### config.mk
export PLATFORM = sky130hd
export DESIGN_NAME = rtc_regs
export DESIGN_NICKNAME = d
export VERILOG_FILES = /design/src/hdl/rtc_pkg.sv /design/src/hdl/rtc_regs.sv /design/src/hdl/rtc_word_reg.sv
export SDC_FILE = /design/constraint.sdc
export NUM_CORES = 1
export LEC_CHECK = 0
export BUFFER_PORTS_ARGS = -buffer_cell sky130_fd_sc_hd__buf_2
export CORE_MARGIN = 3
export CORE_UTILIZATION = 47
export CTS_CLUSTER_SIZE = 25
export DETAILED_ROUTE_END_ITERATION = 10
export GPL_TIMING_DRIVEN = 0
export PLACE_DENSITY_LB_ADDON = 0.1
export SLEW_MARGIN = 5
export SYNTH_ARGS = -nofsm -noshare
export SYNTH_HDL_FRONTEND = slang
export SYNTH_SLANG_ARGS = --single-unit
export TNS_END_PERCENT = 5
### constraint.sdc
create_clock -name core_clk -period 4.3 [get_ports core_clk]
set_input_delay 0.86 -clock core_clk [delete_from_list [all_inputs] [get_ports core_clk]]
set_output_delay 0.86 -clock core_clk [all_outputs]
set_load 0.01 [all_outputs]
### src/hdl/rtc_pkg.sv
package rtc_pkg;
	localparam int              RTC_ADDR_W       = 12;
	localparam logic [11:0]     RTC_OFF_RTB_LO   = 12'h0020;
	localparam logic [11:0]     RTC_OFF_RTB_HI   = 12'h0024;
	localparam logic [11:0]     RTC_OFF_CCMD_LO  = 12'h0028;
	localparam logic [11:0]     RTC_OFF_CCMD_HI  = 12'h002c;
	localparam logic [11:0]     RTC_OFF_GCMD     = 12'h0030;
	localparam logic [11:0]     RTC_OFF_GSTS     = 12'h0034;
	localparam logic [11:0]     RTC_OFF_CAP      = 12'h0038;
	localparam int              RTC_ROOT_LSB     = 12;
	localparam int              RTC_REQ_HI_BIT   = 31;
	localparam int              RTC_REQ_GRAN_LSB = 29;
	localparam int              RTC_ACT_GRAN_LSB = 27;
	localparam int              RTC_SET_ROOT_BIT = 30;
	localparam int              RTC_ROOT_STS_BIT = 30;
	localparam int              RTC_FLUSH_CAP_BIT = 4;
	localparam logic [63:0]     RTC_RTB_RESET    = 64'h0000_0000_0000_0000;
	localparam logic [1:0]      RTC_GRAN_RSVD    = 2'h0;
	localparam logic [1:0]      RTC_GRAN_GLOBAL  = 2'h1;
	localparam logic [1:0]      RTC_GRAN_DOMAIN  = 2'h2;
	localparam logic [1:0]      RTC_GRAN_DEVICE  = 2'h3;
	localparam int              RTC_FLUSH_CYC    = 4;
	localparam int              RTC_INVAL_CYC    = 8;
	localparam int              RTC_LOAD_CYC     = 2;

	typedef enum logic [1:0] {
		RTC_IDLE  = 2'b00,
		RTC_FLUSH = 2'b01,
		RTC_INVAL = 2'b10
	} rtc_state_type;

	typedef struct packed {
		logic [11:0] addr;
		logic [31:0] wdata;
		logic        wr;
		logic        rd;
	} rtc_bus_type;
endpackage

### src/hdl/rtc_regs.sv
// Implementation choice: the plain strobed port.
`timescale 1ns/100ps
module rtc_regs
	import rtc_pkg::*;
#(
	parameter int   HOST_ADDR_W = 48,
	parameter logic FLUSH_REQ   = 1'b1
) (
	input  wire logic        core_clk,
	input  wire logic        rst,
	input  wire rtc_bus_type bus,
	output logic      [31:0] rdata,
	output logic      [63:0] root_table_address,
	output logic             flush_req_ff,
	output logic             inval_busy_ff
);
	localparam logic [63:0] ADDR_MASK =
		((64'h1 << HOST_ADDR_W) - 64'h1) & ~64'h0000_0000_0000_0fff;

	function automatic logic hit(input logic [11:0] a, input logic [11:0] o);
		hit = (a == o);
	endfunction

	logic [63:0]   rtb;
	logic          req_bit_ff;
	logic [1:0]    req_gran_ff;
	logic [1:0]    act_gran_ff;
	logic          root_sts_ff;
	logic [3:0]    load_cnt_ff;
	logic [3:0]    op_cnt_ff;
	rtc_state_type state_ff;
	rtc_state_type nxt_state;
	logic          wr_top;
	logic          start;
	logic          done;
	logic          set_root;
	logic [1:0]    gran_used;

	// Staging words for the root base; not used until adopted
	rtc_word_reg #(.W(32), .KEEP(ADDR_MASK[31:0])) u_rtb_lo (
		.core_clk (core_clk),
		.rst      (rst),
		.we       (bus.wr && hit(bus.addr, RTC_OFF_RTB_LO)),
		.wdata    (bus.wdata),
		.q        (rtb[31:0])
	);
	rtc_word_reg #(.W(32), .KEEP(ADDR_MASK[63:32])) u_rtb_hi (
		.core_clk (core_clk),
		.rst      (rst),
		.we       (bus.wr && hit(bus.addr, RTC_OFF_RTB_HI)),
		.wdata    (bus.wdata),
		.q        (rtb[63:32])
	);

	assign set_root = bus.wr && hit(bus.addr, RTC_OFF_GCMD) &&
		bus.wdata[RTC_SET_ROOT_BIT];
	assign wr_top = bus.wr && hit(bus.addr, RTC_OFF_CCMD_HI);
	assign start  = wr_top && bus.wdata[RTC_REQ_HI_BIT] && !req_bit_ff;
	assign done   = (state_ff == RTC_INVAL) && (op_cnt_ff == 4'h0);
	// Reserved request falls back to global, a coarser scope
	assign gran_used = (req_gran_ff == RTC_GRAN_RSVD) ?
		RTC_GRAN_GLOBAL : req_gran_ff;

	// Root pointer adoption and its status
	always_ff @(posedge core_clk or posedge rst) begin
		if (rst) begin
			root_table_address <= RTC_RTB_RESET;
			root_sts_ff        <= 1'b0;
			load_cnt_ff        <= 4'h0;
		end else if (set_root) begin
			root_sts_ff <= 1'b0;
			load_cnt_ff <= 4'(RTC_LOAD_CYC);
		end else if (load_cnt_ff == 4'h1) begin
			root_table_address <= rtb;
			root_sts_ff        <= 1'b1;
			load_cnt_ff        <= 4'h0;
		end else if (load_cnt_ff != 4'h0) begin
			load_cnt_ff <= load_cnt_ff - 4'h1;
		end
	end

	// Invalidation sequencer
	always_comb begin
		nxt_state = state_ff;
		case (state_ff)
			RTC_IDLE: begin
				if (start) begin
					nxt_state = FLUSH_REQ ? RTC_FLUSH : RTC_INVAL;
				end
			end
			RTC_FLUSH: begin
				if (op_cnt_ff == 4'h0) begin
					nxt_state = RTC_INVAL;
				end
			end
			RTC_INVAL: begin
				if (op_cnt_ff == 4'h0) begin
					nxt_state = RTC_IDLE;
				end
			end
			default: nxt_state = RTC_IDLE;
		endcase
	end

	always_ff @(posedge core_clk or posedge rst) begin
		if (rst) begin
			state_ff  <= RTC_IDLE;
			op_cnt_ff <= 4'h0;
		end else begin
			state_ff <= nxt_state;
			if (start) begin
				op_cnt_ff <= FLUSH_REQ ? 4'(RTC_FLUSH_CYC - 1) :
					4'(RTC_INVAL_CYC - 1);
			end else if (state_ff == RTC_FLUSH && op_cnt_ff == 4'h0) begin
				op_cnt_ff <= 4'(RTC_INVAL_CYC - 1);
			end else if (op_cnt_ff != 4'h0) begin
				op_cnt_ff <= op_cnt_ff - 4'h1;
			end
		end
	end

	always_ff @(posedge core_clk or posedge rst) begin
		if (rst) begin
			req_bit_ff  <= 1'b0;
			req_gran_ff <= RTC_GRAN_RSVD;
			act_gran_ff <= RTC_GRAN_RSVD;
		end else if (start) begin
			req_bit_ff  <= 1'b1;
			req_gran_ff <= bus.wdata[RTC_REQ_GRAN_LSB +: 2];
		end else if (done) begin
			req_bit_ff  <= 1'b0;
			act_gran_ff <= gran_used;
		end else if (wr_top && !req_bit_ff) begin
			req_gran_ff <= bus.wdata[RTC_REQ_GRAN_LSB +: 2];
		end
	end

	always_ff @(posedge core_clk or posedge rst) begin
		if (rst) begin
			flush_req_ff  <= 1'b0;
			inval_busy_ff <= 1'b0;
		end else begin
			flush_req_ff  <= (nxt_state == RTC_FLUSH);
			inval_busy_ff <= (nxt_state != RTC_IDLE);
		end
	end

	// Read port: data stand one cycle after the strobe
	always_ff @(posedge core_clk or posedge rst) begin
		if (rst) begin
			rdata <= 32'h0000_0000;
		end else if (bus.rd) begin
			case (bus.addr)
				RTC_OFF_RTB_LO:  rdata <= rtb[31:0];
				RTC_OFF_RTB_HI:  rdata <= rtb[63:32];
				RTC_OFF_CCMD_HI: rdata <= {req_bit_ff, req_gran_ff,
					act_gran_ff, 27'h000_0000};
				RTC_OFF_GSTS:    rdata <= 32'(root_sts_ff) << RTC_ROOT_STS_BIT;
				RTC_OFF_CAP:     rdata <= 32'(FLUSH_REQ) << RTC_FLUSH_CAP_BIT;
				default:         rdata <= 32'h0000_0000;
			endcase
		end else begin
			rdata <= 32'h0000_0000;
		end
	end
endmodule

### src/hdl/rtc_word_reg.sv
`timescale 1ns/100ps
module rtc_word_reg
	import rtc_pkg::*;
#(
	parameter int          W     = 32,
	parameter logic [31:0] RST   = 32'h0000_0000,
	parameter logic [31:0] KEEP  = 32'hffff_ffff
) (
	input  wire logic         core_clk,
	input  wire logic         rst,
	input  wire logic         we,
	input  wire logic [W-1:0] wdata,
	output logic      [W-1:0] q
);
	// Registered storage word with a mask of implemented bits; q takes the masked write at the next clock edge
	always_ff @(posedge core_clk or posedge rst) begin
		if (rst) begin
			q <= RST[W-1:0];
		end else if (we) begin
			q <= wdata & KEEP[W-1:0];
		end
	end
endmodule

* Word level (Yosys, flattened, before mapping)
Index checks and enable logic that the tools add are counted.
Word-level totals: flip-flop bits (word level) 122, memory bits (writable) 0, ROM bits 0, memories 0, output and inout port bits 98, latch bits 0
Cells by class: equality and inequality tests 11, reduce and logical (&&, ||, !) cells 25, shifts and indexed selects 0, multiply operators 0, divide/modulo/power cells 0, add/sub/neg operators 2, muxes and demuxes 20, bitwise operators 2, magnitude comparators 0
Operators by type and width (number):
- case mux 32 bit (5 select lines) | 1
- == test 12 x 6 -> 1 bit (second input constant) | 6
- 2-to-1 mux 32 bit | 1
- 2-to-1 mux 4 bit | 6
- 2-to-1 mux 2 bit | 7
- logical AND 1 bit | 10
- nonzero test 2 bit | 4
- nonzero test 4 bit | 2
- subtractor 4 x 1 -> 4 bit (second input constant) | 2
- case mux 2 bit (3 select lines) | 1
- AND reduction 2 bit | 3
- nonzero test 3 bit | 2
- == test 2 x 1 -> 1 bit (second input constant) | 2
- == test 4 x 1 -> 1 bit (second input constant) | 1
- logical NOT 2 bit | 2
- logical NOT 4 bit | 1
- 2-to-1 mux 1 bit | 4
- == test 2 bit (second input constant) | 1
- inequality test 2 bit (second input constant) | 1
- NOT 1 bit | 2
- logical NOT 1 bit | 1

* Logic depth before layout (Yosys ltp)
word-level depth 7, mapped depth 6, depth with buffers taken out 6

* Hierarchy
A second synthesis with hierarchy kept.
Second synthesis, totals: cells, all modules 467, area total of the unflattened synthesis 6521.3 sq um
Modules (own cells, without submodules):
- rtc_regs | area each 4823.4 sq um, cells each 359, instances 1
- rtc_word_reg at u_rtb_lo | area each 920.9 sq um, cells each 56, instances 1
- rtc_word_reg at u_rtb_hi | area each 777.0 sq um, cells each 52, instances 1

* Least setup slack after synthesis
Ideal clock, no wire load.
kind input to register, start point input port bus[44] (netlist name), end point register u_rtb_hi.q[0], setup slack 2.128 ns, buffers on the path 2, cell stages on the path 6, arrival 2.047 ns, setup time 0.125 ns, cells stage by stage nor4b_4 -> and3_4 -> buf_12 -> nand3_4 -> buf_6 -> mux2_4
On the way: word-level cells in the longest chain between the ends 2
RTL lines:
- from (decl) | line rtc_regs.sv:11 | input wire rtc_bus_type bus,
- == test 12 x 6 -> 1 bit | line rtc_regs.sv:21 | hit = (a == o);
- logical AND 1 bit | line rtc_regs.sv:50 | .we (bus.wr && hit(bus.addr, RTC_OFF_RTB_HI)),
- to (signal assigned) | line rtc_word_reg.sv:18 | q <= RST[W-1:0];
- to (signal assigned) | line rtc_word_reg.sv:20 | q <= wdata & KEEP[W-1:0];
- to (decl) | line rtc_word_reg.sv:13 | output logic [W-1:0] q
Every way passes these cells. A chain may end at the register's enable or synchronous reset.

* Final worst setup path
start point register op_cnt_ff[0], end point register req_gran_ff[1]
On the way: word-level cells in the longest chain between the ends 4
RTL lines:
- from (decl) | line rtc_regs.sv:30 | logic [3:0] op_cnt_ff;
- from (signal assigned) | line rtc_regs.sv:112 | op_cnt_ff <= FLUSH_REQ ? 4'(RTC_FLUSH_CYC - 1) :
- from (signal assigned) | line rtc_regs.sv:115 | op_cnt_ff <= 4'(RTC_INVAL_CYC - 1);
- from (signal assigned) | line rtc_regs.sv:117 | op_cnt_ff <= op_cnt_ff - 4'h1;
- logical NOT 4 bit | line rtc_regs.sv:59 | assign done = (state_ff == RTC_INVAL) && (op_cnt_ff == 4'h0);
- logical AND 1 bit | line rtc_regs.sv:59
- inequality test 2 bit (no source line)
- AND reduction 2 bit (no source line)
- to (signal assigned) | line rtc_regs.sv:129 | req_gran_ff <= bus.wdata[RTC_REQ_GRAN_LSB +: 2];
- to (signal assigned) | line rtc_regs.sv:134 | req_gran_ff <= bus.wdata[RTC_REQ_GRAN_LSB +: 2];
- to (decl) | line rtc_regs.sv:26 | logic [1:0] req_gran_ff;
Every way passes these cells.

==> run_results.csv <==
group,metric,value,unit
global_route,grt_usage,0.179,
synthesis,synthDistinctLibCells,46,
hold_path,holdCritPathClass,"in -> async",
synthesis,synth_top_cell_by_area,"dfrtp_1",
final_layout,diodes,0,
synthesis,ys_seq_area_frac,0.600,
die,die_h,110,um
routing,via_count,3246,
routing,wl,10.1,mm
routing,wl_per_cell,15.0,um
final_layout,syn_to_final_growth,29.7,%
setup_path,worstReg2RegStart,"op_cnt_ff[0]",
placement,dpl.hpwl,7.13,mm
die,die_area,0.0121,sq mm
cts,clock_path_buffers,2,
power,leakage,3.65,nW
synthesis,syn_area_per_cell,14.1,sq um
timing,holdWs,0.317,ns
timing,finalHoldViolations,0,
setup_path,critPathLaunchType,"flip-flop",
timing,fmax,456,MHz
global_route,grt_pass1_vias,3226,
cts,h-tree-depth,4,
synthesis,synth_common_cells,"dfrtp_1 (122), mux2_2 (63), buf_4 (28)",
synthesis,synthFlopType,"dfrtp_1",
routing,vias_per_cell,4.81,
placement,place_congestion,0.790,
setup_path,path_class,"reg -> reg",
timing,grt_setup_unrepaired,"no",
synthesis,synth.top_cell.area_share,0.600,
setup_path,crit_start,"op_cnt_ff[0]",
timing,fin_crit_sh,0.510,
global_route,grt_pass1_wl,16.3,mm
die,die_width,110,um
timing,min_period,2.19,ns
cts,clk_latency,0.51,ns
synthesis,synth-edff-count,0,
setup_path,worstPathMaxFanout,8,
cts,post-cts-setup-buffers,0,
synthesis,ys_ff_latch,122,
power,power,3.15,mW
cts,cts.sinks,122,
timing,finalClockSkew,0.00583,ns
timing,setup_viol,0,
routing,drt_iter0_drc,110,
die,start_util,0.489,
global_route,grt_max_degree,92,
synthesis,yosysMostFrequentCell,"dfrtp_1",
die,num_io_pins,146,
synthesis,syn-cell-area,0.00509,sq mm
setup_path,reg2reg_depth,6,
routing,postRouteAntennaNets,0,
final_layout,layout.nets,578,
global_route,antenna_found_initial,0,
placement,port_buffers,117,
die,core,0.0104,sq mm
cts,cts_resized,0,
setup_path,cp-end-kind,"flip-flop",
final_layout,fillers,843,
routing,drt-pass1-iter-count,4,
setup_path,r2r_end,"req_gran_ff[1]",
synthesis,netlist_instances,362,
cts,cts_hold_buf,0,
synthesis,synth_area_leaders,"dfrtp_1 (60%), mux2_2 (14%), buf_4 (4.1%)",
setup_path,rrSetupSlack,2.11,ns
cts,path_clk_slew,0.06,ns
setup_path,crit_end,"req_gran_ff[1]",
cts,cts_tree,"built",
flow_run,cap_violations,0,
cts,root_buffer,"clkbuf_8",
global_route,overflow,0,
setup_path,worstPathArrival,2.58,ns
power,max-vdd-ir-drop,0.000293,V
die,num_rows,37,
final_layout,drive_gt1_frac,0.501,
cts,cts_buffers,17,
power,power_per_cell_area,476,mW/mm^2
outcome,run_status,"complete, no violations",
routing,drc_errors,0,
synthesis,ys_warn_count,0,
setup_path,required,4.69,ns
timing,finalMaxSlewViolations,0,
synthesis,async_flop_share,1.00,
metrics by stage:
stage	TNS [ns]	utilization	instance area [sq um]	cells	worst slack, ns
3_3_place_gp	-132.76	0.571	5950	642	-1.09
6_report	0	0.634	6600	675	2.11
2_1_floorplan	0	-	5190	389	0.197
3_5_place_dp	0	0.574	5980	643	1.61
5_1_grt	0	0.634	6600	675	1.95
4_1_cts	0	0.634	6600	675	2.15
state kept, by name, indices dropped and copies added (netlist names):
| register | cells |
|---|---|
| root_table_address | 36 |
| rdata | 32 |
| u_rtb_lo.q | 20 |
| u_rtb_hi.q | 16 |
| load_cnt_ff | 4 |
| op_cnt_ff | 4 |
| act_gran_ff | 2 |
| req_gran_ff | 2 |
| state_ff | 2 |
| flush_req_ff | 1 |
| inval_busy_ff | 1 |
| req_bit_ff | 1 |
| root_sts_ff | 1 |
placed cells by master (no fill, tap or decap), types with 5 or more instances in the layout:
master	netlist	routed
buf_6	6	6
buf_4	28	28
clkbuf_16	0	16
nand2_1	10	10
buf_2	1	118
mux2_2	63	63
mux2_4	10	10
dfrtp_1	122	122
nor3_1	5	5
o21ai_0	5	5
conb_1	1	28
nor2_1	14	14
mux2i_1	5	5
and2_1	22	22
worst min path at each step:
stage,to,startpoint
5_1_grt,rdata[17],rst
2_1_floorplan,root_sts_ff,root_sts_ff
6_report,root_table_address[17],rst
3_3_place_gp,root_table_address[22],root_table_address[22]
3_5_place_dp,root_table_address[23],root_table_address[23]
4_1_cts,root_table_address[17],rst
area by class of cell:
type | instances | area (sq um) | area share
Clock buffer | 19 | 432 | 0.0654
Multi-Input combinational cell | 224 | 1810 | 0.274
Clock inverter | 13 | 193 | 0.0292
Timing Repair Buffer | 118 | 613 | 0.0928
Sequential cell | 122 | 3050 | 0.462
Buffer | 38 | 310 | 0.0470
Inverter | 5 | 23.8 | 0.00360
Tap cell | 136 | 170 | 0.0258
where the power goes:
group          internal [mW]  leakage [nW]  total [mW]  switching [mW]
sequential              1.20          1.68        1.24          0.0395
clock                  0.962         0.299        1.48           0.515
combinational          0.207          1.67       0.431           0.224
routing by layer:
layer  global-route usage  vias to the layer above  wire length (um)
li1                     -                     1525                 -
met1                0.226                     1600              4310
met2                0.278                      112              4830
met3               0.0740                        9               891
met4               0.0614                        0               102
met5                    0                        -                 0
worst max-delay path, stage by stage (launching register included):
cell and delay [ns]:
dfrtp_1 0.39, inv_1 0.10, ha_1 0.20, nor3b_2 0.43
nand3b_1 0.25, o211ai_1 0.34, mux2_2 0.37
logic make-up after synthesis:
logic type	count (synthesis)	share of synthesized area
flops	122	0.600
fa+ha+maj	4	0.00983
simple gates	85	0.104
xor+xnor	2	0.00344
mux	81	0.185
buf+inv	43	0.0646
other cells	1	0.000737
compound gates	24	0.0324
Power figures use the tool's default switching activity.
